File: src/logic/naite_map.svh
/*
 * Opcode patterns, field positions and reset values for the nibble execution unit.
 * Assumes it is included by bare name from the two design modules that use it.
 */
// What this block does
// - XOR accumulator with pointed ROM nibble; carry A3-and
// - XOR immediate nibble; carry A3 and data bit3
// - Increment accumulator; carry set on wrap to zero
// - Rotate left; old bit3 to bit0 and carry
// - Rotate left, but zero accumulator triggers reset
// - Port input loads selected port into accumulator
// - AND port into accumulator; carry A3 and port3
// - OR port into accumulator
// - XOR port into accumulator; carry A3 and port3
// - Immediate byte to port pair, high group upper
// - Register to accumulator move, carry cleared
// - Load ROM bits 7-4, ignore bit9, clear carry
// - Load ROM bits 3-0, ignore bit8, clear carry
// - Load immediate nibble into accumulator, clear carry
// - Immediate byte into register pair, bank1 upper
// - ROM word into pair 1-F, bank1 upper
// - ROM pointer is page bits plus pair 0
`ifndef NAITE_MAP_SVH
`define NAITE_MAP_SVH

// Opcode match values and masks
`define NAITE_M_FULL 10'h3FF
`define NAITE_M_HL 10'h3DF
`define NAITE_M_PORT 10'h3D8
`define NAITE_M_PAIRP 10'h3F8
`define NAITE_M_REG 10'h3D0
`define NAITE_M_PAIR 10'h3F0
`define NAITE_OP_XOR_ROM 10'h290
`define NAITE_OP_XOR_IMM 10'h2B1
`define NAITE_OP_INC 10'h293
`define NAITE_OP_RL 10'h393
`define NAITE_OP_RLZ 10'h3B3
`define NAITE_OP_PIN 10'h018
`define NAITE_OP_POUT 10'h098
`define NAITE_OP_PAND 10'h358
`define NAITE_OP_POR 10'h398
`define NAITE_OP_PXOR 10'h298
`define NAITE_OP_PIMM8 10'h0D8
`define NAITE_OP_MOVREG 10'h3C0
`define NAITE_OP_LDH 10'h3D0
`define NAITE_OP_LDL 10'h3F0
`define NAITE_OP_LDIMM 10'h3F1
`define NAITE_OP_PAIRIMM 10'h0C0
`define NAITE_OP_PAIRROM 10'h0E0

// Field positions inside the first and second words
`define NAITE_F_LOW 5
`define NAITE_F_GROUP 5
`define NAITE_F_PIDX 2:0
`define NAITE_F_RIDX 3:0
`define NAITE_F_DLO 3:0
`define NAITE_F_DHI 8:5
`define NAITE_F_ROMH 7:4
`define NAITE_F_ROML 3:0
`define NAITE_F_MSB 3

// Port numbering: slots per group and the legal indices
`define NAITE_PIDX_0 3'h0
`define NAITE_PIDX_1 3'h1
`define NAITE_PIDX_3 3'h3
`define NAITE_PIDX_4 3'h4

// Reset values
`define NAITE_RST_NIB 4'h0
`define NAITE_RST_PAIR 4'h0
`endif

File: src/logic/naite_pkg.sv
/*
 * Types shared by the nibble execution unit and its helpers.
 * Assumes naite_map.svh is on the include path.
 */
package naite_pkg;
	// One-hot operation classes
	typedef enum logic [17:0] {
		OP_NONE = 18'h00001,
		OP_XOR_ROM = 18'h00002,
		OP_XOR_IMM = 18'h00004,
		OP_INC = 18'h00008,
		OP_RL = 18'h00010,
		OP_RLZ = 18'h00020,
		OP_PIN = 18'h00040,
		OP_POUT = 18'h00080,
		OP_PAND = 18'h00100,
		OP_POR = 18'h00200,
		OP_PXOR = 18'h00400,
		OP_PIMM8 = 18'h00800,
		OP_MOVREG = 18'h01000,
		OP_LDH = 18'h02000,
		OP_LDL = 18'h04000,
		OP_LDIMM = 18'h08000,
		OP_PAIRIMM = 18'h10000,
		OP_PAIRROM = 18'h20000
	} naite_op_e;

	// Instruction as issued: first word and second word together
	typedef struct packed {
		logic [9:0] w1;
		logic [9:0] w2;
	} naite_instr_s;

	// Pair write request to the register file
	typedef struct packed {
		logic en;
		logic [3:0] idx;
		logic [3:0] hi;
		logic [3:0] lo;
	} naite_pairwr_s;
endpackage

File: src/logic/naite_exec.sv
/*
 * Execution unit for accumulator, port and transfer instructions of a 4-bit core.
 * Assumes the fetch logic presents both words of an instruction with a one-cycle
 * valid strobe, and that program memory answers rom_addr_o combinationally.
 */
`timescale 1ns/1ps
`include "naite_map.svh"
module naite_exec #(
	parameter int GROUPS = 2,
	parameter int PER_GROUP = 4
)
(
	input wire logic clk_i,
	input wire logic nrst_i,
	input wire logic issue_i,
	input wire naite_pkg::naite_instr_s instr_i,
	input wire logic [1:0] rom_page_i,
	output logic [9:0] rom_addr_o,
	input wire logic [9:0] rom_data_i,
	input wire logic [GROUPS*PER_GROUP*4-1:0] port_pins_i,
	output logic [GROUPS*PER_GROUP*4-1:0] port_latch_o,
	output logic [3:0] acc_o,
	output logic carry_flag_o,
	output logic reset_req_o
);
	localparam int NPORT = GROUPS * PER_GROUP;

	// Refused at elaboration: the slot decode below is written for two groups of four
	if (GROUPS != 2 || PER_GROUP != 4)
	begin : g_bad_param
		$error("naite_exec: port decode serves two groups of four ports only");
	end

	// Opcode match under a mask
	function automatic logic op_is(input logic [9:0] w, input logic [9:0] m, input logic [9:0] v);
		return (w & m) == v;
	endfunction

	// Port index 0,1,3,4 to a slot 0..3; other indices are not ports
	function automatic logic [3:0] port_slot(input logic grp, input logic [2:0] n);
		logic [3:0] s;
		s = 4'h8;
		unique case (n)
			`NAITE_PIDX_0: s = {1'b0, grp, 2'h0};
			`NAITE_PIDX_1: s = {1'b0, grp, 2'h1};
			`NAITE_PIDX_3: s = {1'b0, grp, 2'h2};
			`NAITE_PIDX_4: s = {1'b0, grp, 2'h3};
			default: s = 4'h8;
		endcase
		// Bit 3 flags a code that names no port; bits 2:0 are group and slot
		return s;
	endfunction

	// Classify the first word
	function automatic naite_pkg::naite_op_e decode(input logic [9:0] w);
		naite_pkg::naite_op_e o;
		o = naite_pkg::OP_NONE;
		if (op_is(w, `NAITE_M_HL, `NAITE_OP_XOR_ROM)) o = naite_pkg::OP_XOR_ROM;
		else if (op_is(w, `NAITE_M_FULL, `NAITE_OP_XOR_IMM)) o = naite_pkg::OP_XOR_IMM;
		else if (op_is(w, `NAITE_M_FULL, `NAITE_OP_INC)) o = naite_pkg::OP_INC;
		else if (op_is(w, `NAITE_M_FULL, `NAITE_OP_RL)) o = naite_pkg::OP_RL;
		else if (op_is(w, `NAITE_M_FULL, `NAITE_OP_RLZ)) o = naite_pkg::OP_RLZ;
		else if (op_is(w, `NAITE_M_PORT, `NAITE_OP_PIN)) o = naite_pkg::OP_PIN;
		else if (op_is(w, `NAITE_M_PORT, `NAITE_OP_POUT)) o = naite_pkg::OP_POUT;
		else if (op_is(w, `NAITE_M_PORT, `NAITE_OP_PAND)) o = naite_pkg::OP_PAND;
		else if (op_is(w, `NAITE_M_PORT, `NAITE_OP_POR)) o = naite_pkg::OP_POR;
		else if (op_is(w, `NAITE_M_PORT, `NAITE_OP_PXOR)) o = naite_pkg::OP_PXOR;
		else if (op_is(w, `NAITE_M_PAIRP, `NAITE_OP_PIMM8)) o = naite_pkg::OP_PIMM8;
		else if (op_is(w, `NAITE_M_REG, `NAITE_OP_MOVREG)) o = naite_pkg::OP_MOVREG;
		else if (op_is(w, `NAITE_M_FULL, `NAITE_OP_LDH)) o = naite_pkg::OP_LDH;
		else if (op_is(w, `NAITE_M_FULL, `NAITE_OP_LDL)) o = naite_pkg::OP_LDL;
		else if (op_is(w, `NAITE_M_FULL, `NAITE_OP_LDIMM)) o = naite_pkg::OP_LDIMM;
		else if (op_is(w, `NAITE_M_PAIR, `NAITE_OP_PAIRIMM)) o = naite_pkg::OP_PAIRIMM;
		else if (op_is(w, `NAITE_M_PAIR, `NAITE_OP_PAIRROM)) o = naite_pkg::OP_PAIRROM;
		return o;
	endfunction

	logic [3:0] acc;
	logic carry_flag;
	logic reset_req;
	logic [3:0] next_acc;
	logic next_carry;
	logic next_reset_req;
	logic [NPORT*4-1:0] pins_sync;
	logic [7:0] rom_pointer_pair;
	logic [3:0] reg_rd;
	naite_pkg::naite_pairwr_s pair_wr;
	naite_pkg::naite_op_e op;
	logic [3:0] slot;
	logic slot_ok;
	logic [3:0] port_val;
	logic [3:0] rom_nib;
	logic [2:0] hi_slot;

	naite_port_sync #(.WIDTH(NPORT*4)) u_sync (
		.clk_i(clk_i),
		.nrst_i(nrst_i),
		.pins_i(port_pins_i),
		.sync_o(pins_sync)
	);

	naite_regfile #(.DEPTH(16)) u_regs (
		.clk_i(clk_i),
		.nrst_i(nrst_i),
		.wr_i(pair_wr),
		.rd_bank_i(instr_i.w1[`NAITE_F_GROUP]),
		.rd_idx_i(instr_i.w1[`NAITE_F_RIDX]),
		.rd_data_o(reg_rd),
		.pair0_o(rom_pointer_pair)
	);

	// Pointer address: page bits on top, pair 0 below
	assign rom_addr_o = {rom_page_i, rom_pointer_pair};

	// Decode and operand selection
	assign op = issue_i ? decode(instr_i.w1) : naite_pkg::OP_NONE;
	assign slot = port_slot(instr_i.w1[`NAITE_F_GROUP], instr_i.w1[`NAITE_F_PIDX]);
	assign slot_ok = !slot[3];
	assign hi_slot = slot[2:0] | 3'h4;
	assign port_val = pins_sync[slot[2:0]*4 +: 4];
	assign rom_nib = instr_i.w1[`NAITE_F_LOW] ? rom_data_i[`NAITE_F_ROML] : rom_data_i[`NAITE_F_ROMH];

	// Pair writes to the register file; pair 0 is not a ROM transfer target
	always_comb
	begin
		pair_wr = '0;
		pair_wr.idx = instr_i.w1[`NAITE_F_RIDX];
		if (op == naite_pkg::OP_PAIRIMM)
		begin
			pair_wr.en = 1'b1;
			pair_wr.hi = instr_i.w2[`NAITE_F_DHI];
			pair_wr.lo = instr_i.w2[`NAITE_F_DLO];
		end
		else if (op == naite_pkg::OP_PAIRROM && pair_wr.idx != 4'h0)
		begin
			pair_wr.en = 1'b1;
			pair_wr.hi = rom_data_i[`NAITE_F_ROMH];
			pair_wr.lo = rom_data_i[`NAITE_F_ROML];
		end
	end

	// Accumulator, carry and reset request
	always_comb
	begin
		next_acc = acc;
		next_carry = carry_flag;
		next_reset_req = 1'b0;
		unique case (op)
			naite_pkg::OP_XOR_ROM:
			begin
				next_acc = acc ^ rom_nib;
				next_carry = acc[`NAITE_F_MSB] & rom_nib[`NAITE_F_MSB];
			end
			naite_pkg::OP_XOR_IMM:
			begin
				next_acc = acc ^ instr_i.w2[`NAITE_F_DLO];
				next_carry = acc[`NAITE_F_MSB] & instr_i.w2[`NAITE_F_MSB];
			end
			naite_pkg::OP_INC:
			begin
				next_acc = acc + 4'h1;
				next_carry = (acc == 4'hF);
			end
			naite_pkg::OP_RL:
			begin
				next_acc = {acc[2:0], acc[3]};
				next_carry = acc[3];
			end
			naite_pkg::OP_RLZ:
			begin
				if (acc == `NAITE_RST_NIB)
					next_reset_req = 1'b1;
				else
				begin
					next_acc = {acc[2:0], acc[3]};
					next_carry = acc[3];
				end
			end
			naite_pkg::OP_PIN:
				if (slot_ok)
					next_acc = port_val;
			naite_pkg::OP_PAND:
				if (slot_ok)
				begin
					next_acc = acc & port_val;
					next_carry = acc[3] & port_val[3];
				end
			naite_pkg::OP_POR:
				if (slot_ok)
				begin
					next_acc = acc | port_val;
					next_carry = 1'b0;
				end
			naite_pkg::OP_PXOR:
				if (slot_ok)
				begin
					next_acc = acc ^ port_val;
					next_carry = acc[3] & port_val[3];
				end
			naite_pkg::OP_MOVREG:
			begin
				next_acc = reg_rd;
				next_carry = 1'b0;
			end
			naite_pkg::OP_LDH:
			begin
				next_acc = rom_data_i[`NAITE_F_ROMH];
				next_carry = 1'b0;
			end
			naite_pkg::OP_LDL:
			begin
				next_acc = rom_data_i[`NAITE_F_ROML];
				next_carry = 1'b0;
			end
			naite_pkg::OP_LDIMM:
			begin
				next_acc = instr_i.w2[`NAITE_F_DLO];
				next_carry = 1'b0;
			end
			default:
			begin
				next_acc = acc;
				next_carry = carry_flag;
			end
		endcase
	end

	always_ff @(posedge clk_i)
	begin
		if (!nrst_i)
		begin
			acc <= `NAITE_RST_NIB;
			carry_flag <= 1'b0;
			reset_req <= 1'b0;
		end
		else
		begin
			acc <= next_acc;
			carry_flag <= next_carry;
			reset_req <= next_reset_req;
		end
	end

	// Port output latches; an illegal index leaves every latch alone
	for (genvar p = 0; p < NPORT; p++)
	begin : g_port
		logic [3:0] latch;
		logic [3:0] next_latch;
		always_comb
		begin
			next_latch = latch;
			if (op == naite_pkg::OP_POUT && slot_ok && slot[2:0] == 3'(p))
				next_latch = acc;
			else if (op == naite_pkg::OP_PIMM8 && slot_ok && hi_slot == 3'(p))
				next_latch = instr_i.w2[`NAITE_F_DHI];
			else if (op == naite_pkg::OP_PIMM8 && slot_ok && {1'b0, slot[1:0]} == 3'(p))
				next_latch = instr_i.w2[`NAITE_F_DLO];
		end
		always_ff @(posedge clk_i)
		begin
			if (!nrst_i)
				latch <= `NAITE_RST_NIB;
			else
				latch <= next_latch;
		end
		assign port_latch_o[p*4 +: 4] = latch;
	end

	assign acc_o = acc;
	assign carry_flag_o = carry_flag;
	assign reset_req_o = reset_req;
endmodule

File: src/logic/naite_port_sync.sv
/*
 * Two-stage synchroniser for the port input pins.
 * Assumes pins are asynchronous to clk_i; only the second stage is read.
 */
`timescale 1ns/1ps
module naite_port_sync #(
	parameter int WIDTH = 32
)
(
	input wire logic clk_i,
	input wire logic nrst_i,
	input wire logic [WIDTH-1:0] pins_i,
	output logic [WIDTH-1:0] sync_o
);
	logic [WIDTH-1:0] meta;

	if (WIDTH < 1)
	begin : g_bad_width
		$error("naite_port_sync: WIDTH must be positive");
	end

	// First stage feeds only the second stage
	always_ff @(posedge clk_i)
	begin
		if (!nrst_i)
		begin
			meta <= '0;
			sync_o <= '0;
		end
		else
		begin
			meta <= pins_i;
			sync_o <= meta;
		end
	end
endmodule

File: src/logic/naite_regfile.sv
/*
 * General register file: two banks of nibble registers, written as pairs.
 * Assumes one pair write per cycle and same-cycle read of current contents.
 */
`timescale 1ns/1ps
`include "naite_map.svh"
module naite_regfile #(
	parameter int DEPTH = 16
)
(
	input wire logic clk_i,
	input wire logic nrst_i,
	input wire naite_pkg::naite_pairwr_s wr_i,
	input wire logic rd_bank_i,
	input wire logic [3:0] rd_idx_i,
	output logic [3:0] rd_data_o,
	output logic [7:0] pair0_o
);
	logic [3:0] bank0 [DEPTH];
	logic [3:0] bank1 [DEPTH];

	if (DEPTH != 16)
	begin : g_bad_depth
		$error("naite_regfile: the 4-bit index needs DEPTH 16");
	end

	// Each entry is its own flop group; a pair write hits both banks at one index
	for (genvar g = 0; g < DEPTH; g++)
	begin : g_ent
		logic [3:0] next_b0;
		logic [3:0] next_b1;
		always_comb
		begin
			next_b0 = bank0[g];
			next_b1 = bank1[g];
			if (wr_i.en && wr_i.idx == 4'(g))
			begin
				next_b0 = wr_i.lo;
				next_b1 = wr_i.hi;
			end
		end
		always_ff @(posedge clk_i)
		begin
			if (!nrst_i)
			begin
				bank0[g] <= `NAITE_RST_PAIR;
				bank1[g] <= `NAITE_RST_PAIR;
			end
			else
			begin
				bank0[g] <= next_b0;
				bank1[g] <= next_b1;
			end
		end
	end

	// Read mux straight from the flops
	assign rd_data_o = rd_bank_i ? bank1[rd_idx_i] : bank0[rd_idx_i];
	assign pair0_o = {bank1[0], bank0[0]};
endmodule

File: config.mk
export PLATFORM = sky130hd
export DESIGN_NAME = naite_exec
export DESIGN_NICKNAME = d
export VERILOG_FILES = /design/src/logic/naite_pkg.sv /design/src/logic/naite_exec.sv /design/src/logic/naite_port_sync.sv /design/src/logic/naite_regfile.sv
export VERILOG_INCLUDE_DIRS = /design/src /design/src/logic
export SDC_FILE = /design/constraint.sdc
export NUM_CORES = 1
export LEC_CHECK = 0
export ABC_CLOCK_PERIOD_IN_PS = 7020
export BUFFER_PORTS_ARGS = -buffer_cell sky130_fd_sc_hd__clkbuf_2
export CORE_AREA = 2 2 191 193
export CTS_CLUSTER_DIAMETER = 100
export CTS_CLUSTER_SIZE = 20
export DETAILED_ROUTE_END_ITERATION = 6
export DIE_AREA = 0 0 193 195
export PLACE_DENSITY_LB_ADDON = 0.08
export SLEW_MARGIN = 20
export SYNTH_ARGS = -nofsm -noshare
export SYNTH_HDL_FRONTEND = slang
export SYNTH_SLANG_ARGS = --single-unit
File: constraint.sdc
create_clock -name clk_i -period 7.02 [get_ports clk_i]
set_input_delay 1.755 -clock clk_i [delete_from_list [all_inputs] [get_ports clk_i]]
set_output_delay 1.755 -clock clk_i [all_outputs]
set_load 0.02 [all_outputs]
# ---- Word level (Yosys, flattened, before mapping)
# Memory sizes are Yosys's and may differ from the RTL's.
# Cells that the tools add are included.
dict set report word_totals {
  regBits 102
  mem_bits_rw 128
  mem_count 2
}
# name depth word_bits read_ports rd_ports_with_merged_regs wr line_no
set memory_table {}
lappend memory_table {u_regs.bank0 16 4 2 0 16 naite_regfile.sv:19} ;# logic [3:0] bank0 [DEPTH];
lappend memory_table {u_regs.bank1 16 4 2 0 16 naite_regfile.sv:20} ;# logic [3:0] bank1 [DEPTH];
dict set report op_classes {
  addsub 1
  n_bitwise 40
  n_reduce_logical 70
  muxes 119
  n_shift 1
  n_eq_ne 84
}
# operator count
set op_table {}
lappend op_table {{$mux W4} 88}
lappend op_table {{$mux W18} 18}
lappend op_table {{$eq A10 B10 Y1 const B} 7}
lappend op_table {{$pmux W4 S13} 1}
lappend op_table {{$eq A4 B4 Y1 const B} 9}
lappend op_table {{$logic_and A1 B1 Y1} 32}
lappend op_table {{$or A1 B1 Y1} 32}
lappend op_table {{$reduce_and A2 Y1} 16}
lappend op_table {{$shiftx A32 B6 Y4} 1}
lappend op_table {{$eq A18 B10 Y1 const B} 1}
lappend op_table {{$eq A18 B11 Y1 const B} 1}
lappend op_table {{$eq A18 B12 Y1 const B} 1}
lappend op_table {{$eq A18 B13 Y1 const B} 1}
lappend op_table {{$eq A18 B14 Y1 const B} 1}
lappend op_table {{$eq A18 B15 Y1 const B} 1}
lappend op_table {{$eq A18 B16 Y1 const B} 1}
lappend op_table {{$eq A18 B17 Y1 const B} 1}
lappend op_table {{$eq A18 B18 Y1 const B} 1}
lappend op_table {{$eq A18 B2 Y1 const B} 1}
lappend op_table {{$eq A18 B3 Y1 const B} 1}
lappend op_table {{$eq A18 B4 Y1 const B} 1}
lappend op_table {{$eq A18 B5 Y1 const B} 1}
lappend op_table {{$eq A18 B6 Y1 const B} 1}
lappend op_table {{$eq A18 B7 Y1 const B} 1}
lappend op_table {{40 further kinds} 96}

# ---- Longest topological paths before layout
dict set report depth {
  depth_word 27
  mapped_depth 11
  mapped_depth_nobuf 9
}

# ---- Cells and area by module
# A second synthesis with hierarchy kept.
dict set report unflattened {
  cells_unflattened 937
  hier_area_um2 11006.8
}
# mod seq_area_each_um2 cells_per_inst area_per_inst_um2 n_inst
set by_module_without_submodules {}
lappend by_module_without_submodules {naite_regfile 3763.6 383 5933.2 1}
lappend by_module_without_submodules {naite_exec 760.7 420 3281.9 1}
lappend by_module_without_submodules {naite_port_sync 1281.2 134 1791.7 1}

# ---- Worst setup path after synthesis
# No wires, ideal clock.
dict set report synth_timing {
  path_type {input to register}
  start {in instr_i[19] (netlist bit)}
  end {mem u_regs.bank0[2][0] (enable)}
  slack_ns 3.174
  required_ns 6.636
  arrival_time_ns 3.462
  path_buffers 0
  path_stages 5
  cell_sequence {or2_2 nor3_2 a21boi_2 nand2_1 o21ai_0}
}
# item line_no
set synth_rtl {}
lappend synth_rtl {{start, declared} naite_exec.sv:16} ;# input wire naite_pkg::naite_instr_s instr_i,
lappend synth_rtl {{end, declared} naite_regfile.sv:19}

==> flow_summary.json <==
{
  "status": "complete, no violations",
  "ctsHoldBuffers": 0,
  "placed_cell_area_mm2": 0.0115,
  "met2_usage": 0.277,
  "netlist.area_leader.share": 0.342,
  "finalHoldViolCount": 0,
  "final_nets": 1110,
  "cts_buffers": 16,
  "core-area_mm2": 0.0354,
  "wirelength_um": 32700,
  "grt_use_met3": 0.0250,
  "p_total_uw": 2700,
  "cts_resized": 0,
  "synth_edf_count": 120,
  "synth_area_mm2": 0.0105,
  "min_from": "u_sync.meta[4]",
  "gr-total-overflow": 0,
  "die_height_um": 195,
  "powerDensity_mw_per_mm2": 225,
  "clockBufferDepth": 3,
  "vias": 7652,
  "synthMostInstantiatedCell": "nor2_1",
  "yosys_warnings": 0,
  "post_drt_wl_per_cell_um": 21.7,
  "first_iter_violations": 484,
  "fp-row-count": 69,
  "synth-seq-cells": 230,
  "cts.clk_slew.worst_paths_ns": 0.08,
  "h-tree-depth": 1,
  "seq_area_frac_synth": 0.551,
  "grt_max_degree": 57,
  "worstRegToRegCells": 9,
  "rsz0062_at_grt": "false",
  "end_kind": "flop",
  "top_usage_layer": "met2",
  "place.gp.congestion": 0.822,
  "grt_pass1_wl_um": 49600,
  "clkSinkCount": 230,
  "ant_nets": 0,
  "leakage_uw": 0.00422,
  "initial_core_util": 0.298,
  "worstPathArrival_ns": 4.56,
  "io_pins": 115,
  "min_to": "u_sync.sync_o[4]",
  "drc": 0,
  "setup_viol": 0,
  "clock_skew_ns": 0.0204,
  "synth.net_count": 1033,
  "diodes": 0,
  "ir_drop_uv": 130,
  "critPathKind": "input port to flop",
  "yosys.area.top_type": "edfxtp_1",
  "syn2layout_area_growth_pct": 13.9,
  "fmax_mhz": 231,
  "grt_use_total": 0.174,
  "min_period_ns": 4.33,
  "max_slew_margin": 0.357,
  "worstPathRequired_ns": 7.24,
  "cts_tree": "built",
  "synth.avg_cell_area_um2": 10.9,
  "io_buffer_count": 106,
  "r2r_end": "acc_o[1]",
  "startpoint_type": "input port",
  "use_met1": 0.251,
  "antenna_found_initial": 1,
  "dr.pass1.iters": 4,
  "nFillCells": 3649,
  "worst_pin_slew_ns": 0.958,
  "reg2reg_slack_ns": 4.33,
  "drive_above_1_share": 0.197,
  "grt_pass1_vias": 7703,
  "finish.instance_area_mm2": 0.0120,
  "slew_violations": 0,
  "drt-vias-per-instance": 5.07,
  "crit_path_max_fanout": 31,
  "async_reset_ff_frac": 0,
  "synth_top_flop_cell": "edfxtp_1",
  "synthTopCellsByCount": "nor2_1 (170), edfxtp_1 (120), dfxtp_1 (110)",
  "period_share": 0.617,
  "crit-reg2reg-launch": "acc_o[0]",
  "clk_latency_ns": 0.50,
  "synth.area.top_cells": "edfxtp_1 (34%), dfxtp_1 (21%), mux4_2 (7.9%)",
  "postSynthCellCount": 964,
  "cap_violations": 0,
  "die_w_um": 193,
  "setup_tns_ns": 0,
  "hpwl_um": 22800,
  "hold_path_class": "flop to flop",
  "cts_setup_buffers": 0,
  "min_path_cells": 1,
  "ys_types": 72,
  "final_util": 0.339,
  "root_buffer": "clkbuf_16",
  "dieArea_mm2": 0.0376
}
==> layer usage <==
layer | vias up | wire (µm)
met5 | - | 11
met1 | 3760 | 15100
met3 | 36 | 1920
li1 | 3645 | -
met2 | 209 | 15000
met4 | 2 | 647
==> critical path, stage by stage <==
cell and delay, ns:
clkbuf_2 0.48, or2_2 0.64, nor3_1 0.67, a21boi_2 0.26
nand2b_1 0.64, nor2_1 0.10
==> stage by stage <==
stage / setup WS (ns) / instances / hold WS [ns]
finish: 2.69 / 1510 / 0.430
floorplan: 3.17 / 964 / 0.412
global route: 2.42 / 1510 / 0.450
detailed placement: 2.07 / 1484 / 0.420
CTS: 2.60 / 1510 / 0.425
global placement: 2.10 / 1484 / 0.415
==> flip-flops by register name (all words and copies together) (netlist names) <==
register / count
u_regs.bank0: 64
u_regs.bank1: 64
g_port.latch: 32
u_sync.meta: 32
u_sync.sync_o: 32
acc_o: 4
carry_flag_o: 1
reset_req_o: 1
==> cell families (layout without fill, tap and decap cells) <==
kind of cell	Yosys count	in the layout	share of synthesized area
AND/OR/NAND/NOR	432	432	0.199
adder cells (fa/ha/maj)	2	2	0.00237
flip-flops	230	230	0.551
multiplexers	75	75	0.116
buffers and inverters	78	163	0.0341
AO/OA/AOI/OAI	147	147	0.0981
==> placed cells by master, fill, tap and decap left out, types with 10 or more instances in the layout <==
cell type,synthesis,final
nor2_1,170,170
edfxtp_1,120,120
dfxtp_1,110,110
clkbuf_2,0,106
nand2_1,77,77
and2_1,73,73
nand3_1,39,39
mux4_2,37,37
mux2i_1,35,35
a21oi_1,28,28
buf_4,10,22
o21ai_0,26,21
a211oi_1,21,21
a311oi_1,18,18
clkbuf_16,0,17
nand2b_1,13,13
nor3_1,11,10
nor2b_1,10,10
==> worst max path at each step <==
stage	start	end	slack, ns	cells past startpoint
final	instr_i[10]	u_regs.bank0[6][0]	2.69	6
after global routing	instr_i[10]	u_regs.bank0[6][0]	2.42	6
after CTS	instr_i[10]	u_regs.bank0[3][0]	2.60	6
after detailed placement	instr_i[10]	u_regs.bank0[2][0]	2.07	6
after global placement	instr_i[10]	acc_o[1]	2.10	8
after floorplan	instr_i[19]	u_regs.bank0[2][0]	3.17	5
==> report_power, final <==
part	switching [µW]	total (µW)	internal, µW	leakage [µW]
logic	147	238	91.3	0.00193
registers	17.4	1480	1460	0.00204
clock network	493	983	489	0.000248
==> cell type report <==
class / instances / area [µm²] / share of cell area
clock buffer: 21 / 440 / 0.0367
clock inverter: 5 / 62.6 / 0.00521
inverter: 9 / 33.8 / 0.00281
multi-input combinational: 656 / 4390 / 0.366
sequential: 230 / 5810 / 0.484
tap: 461 / 577 / 0.0481
timing repair buffer: 128 / 696 / 0.0580
(Power assumes the default switching activity.)
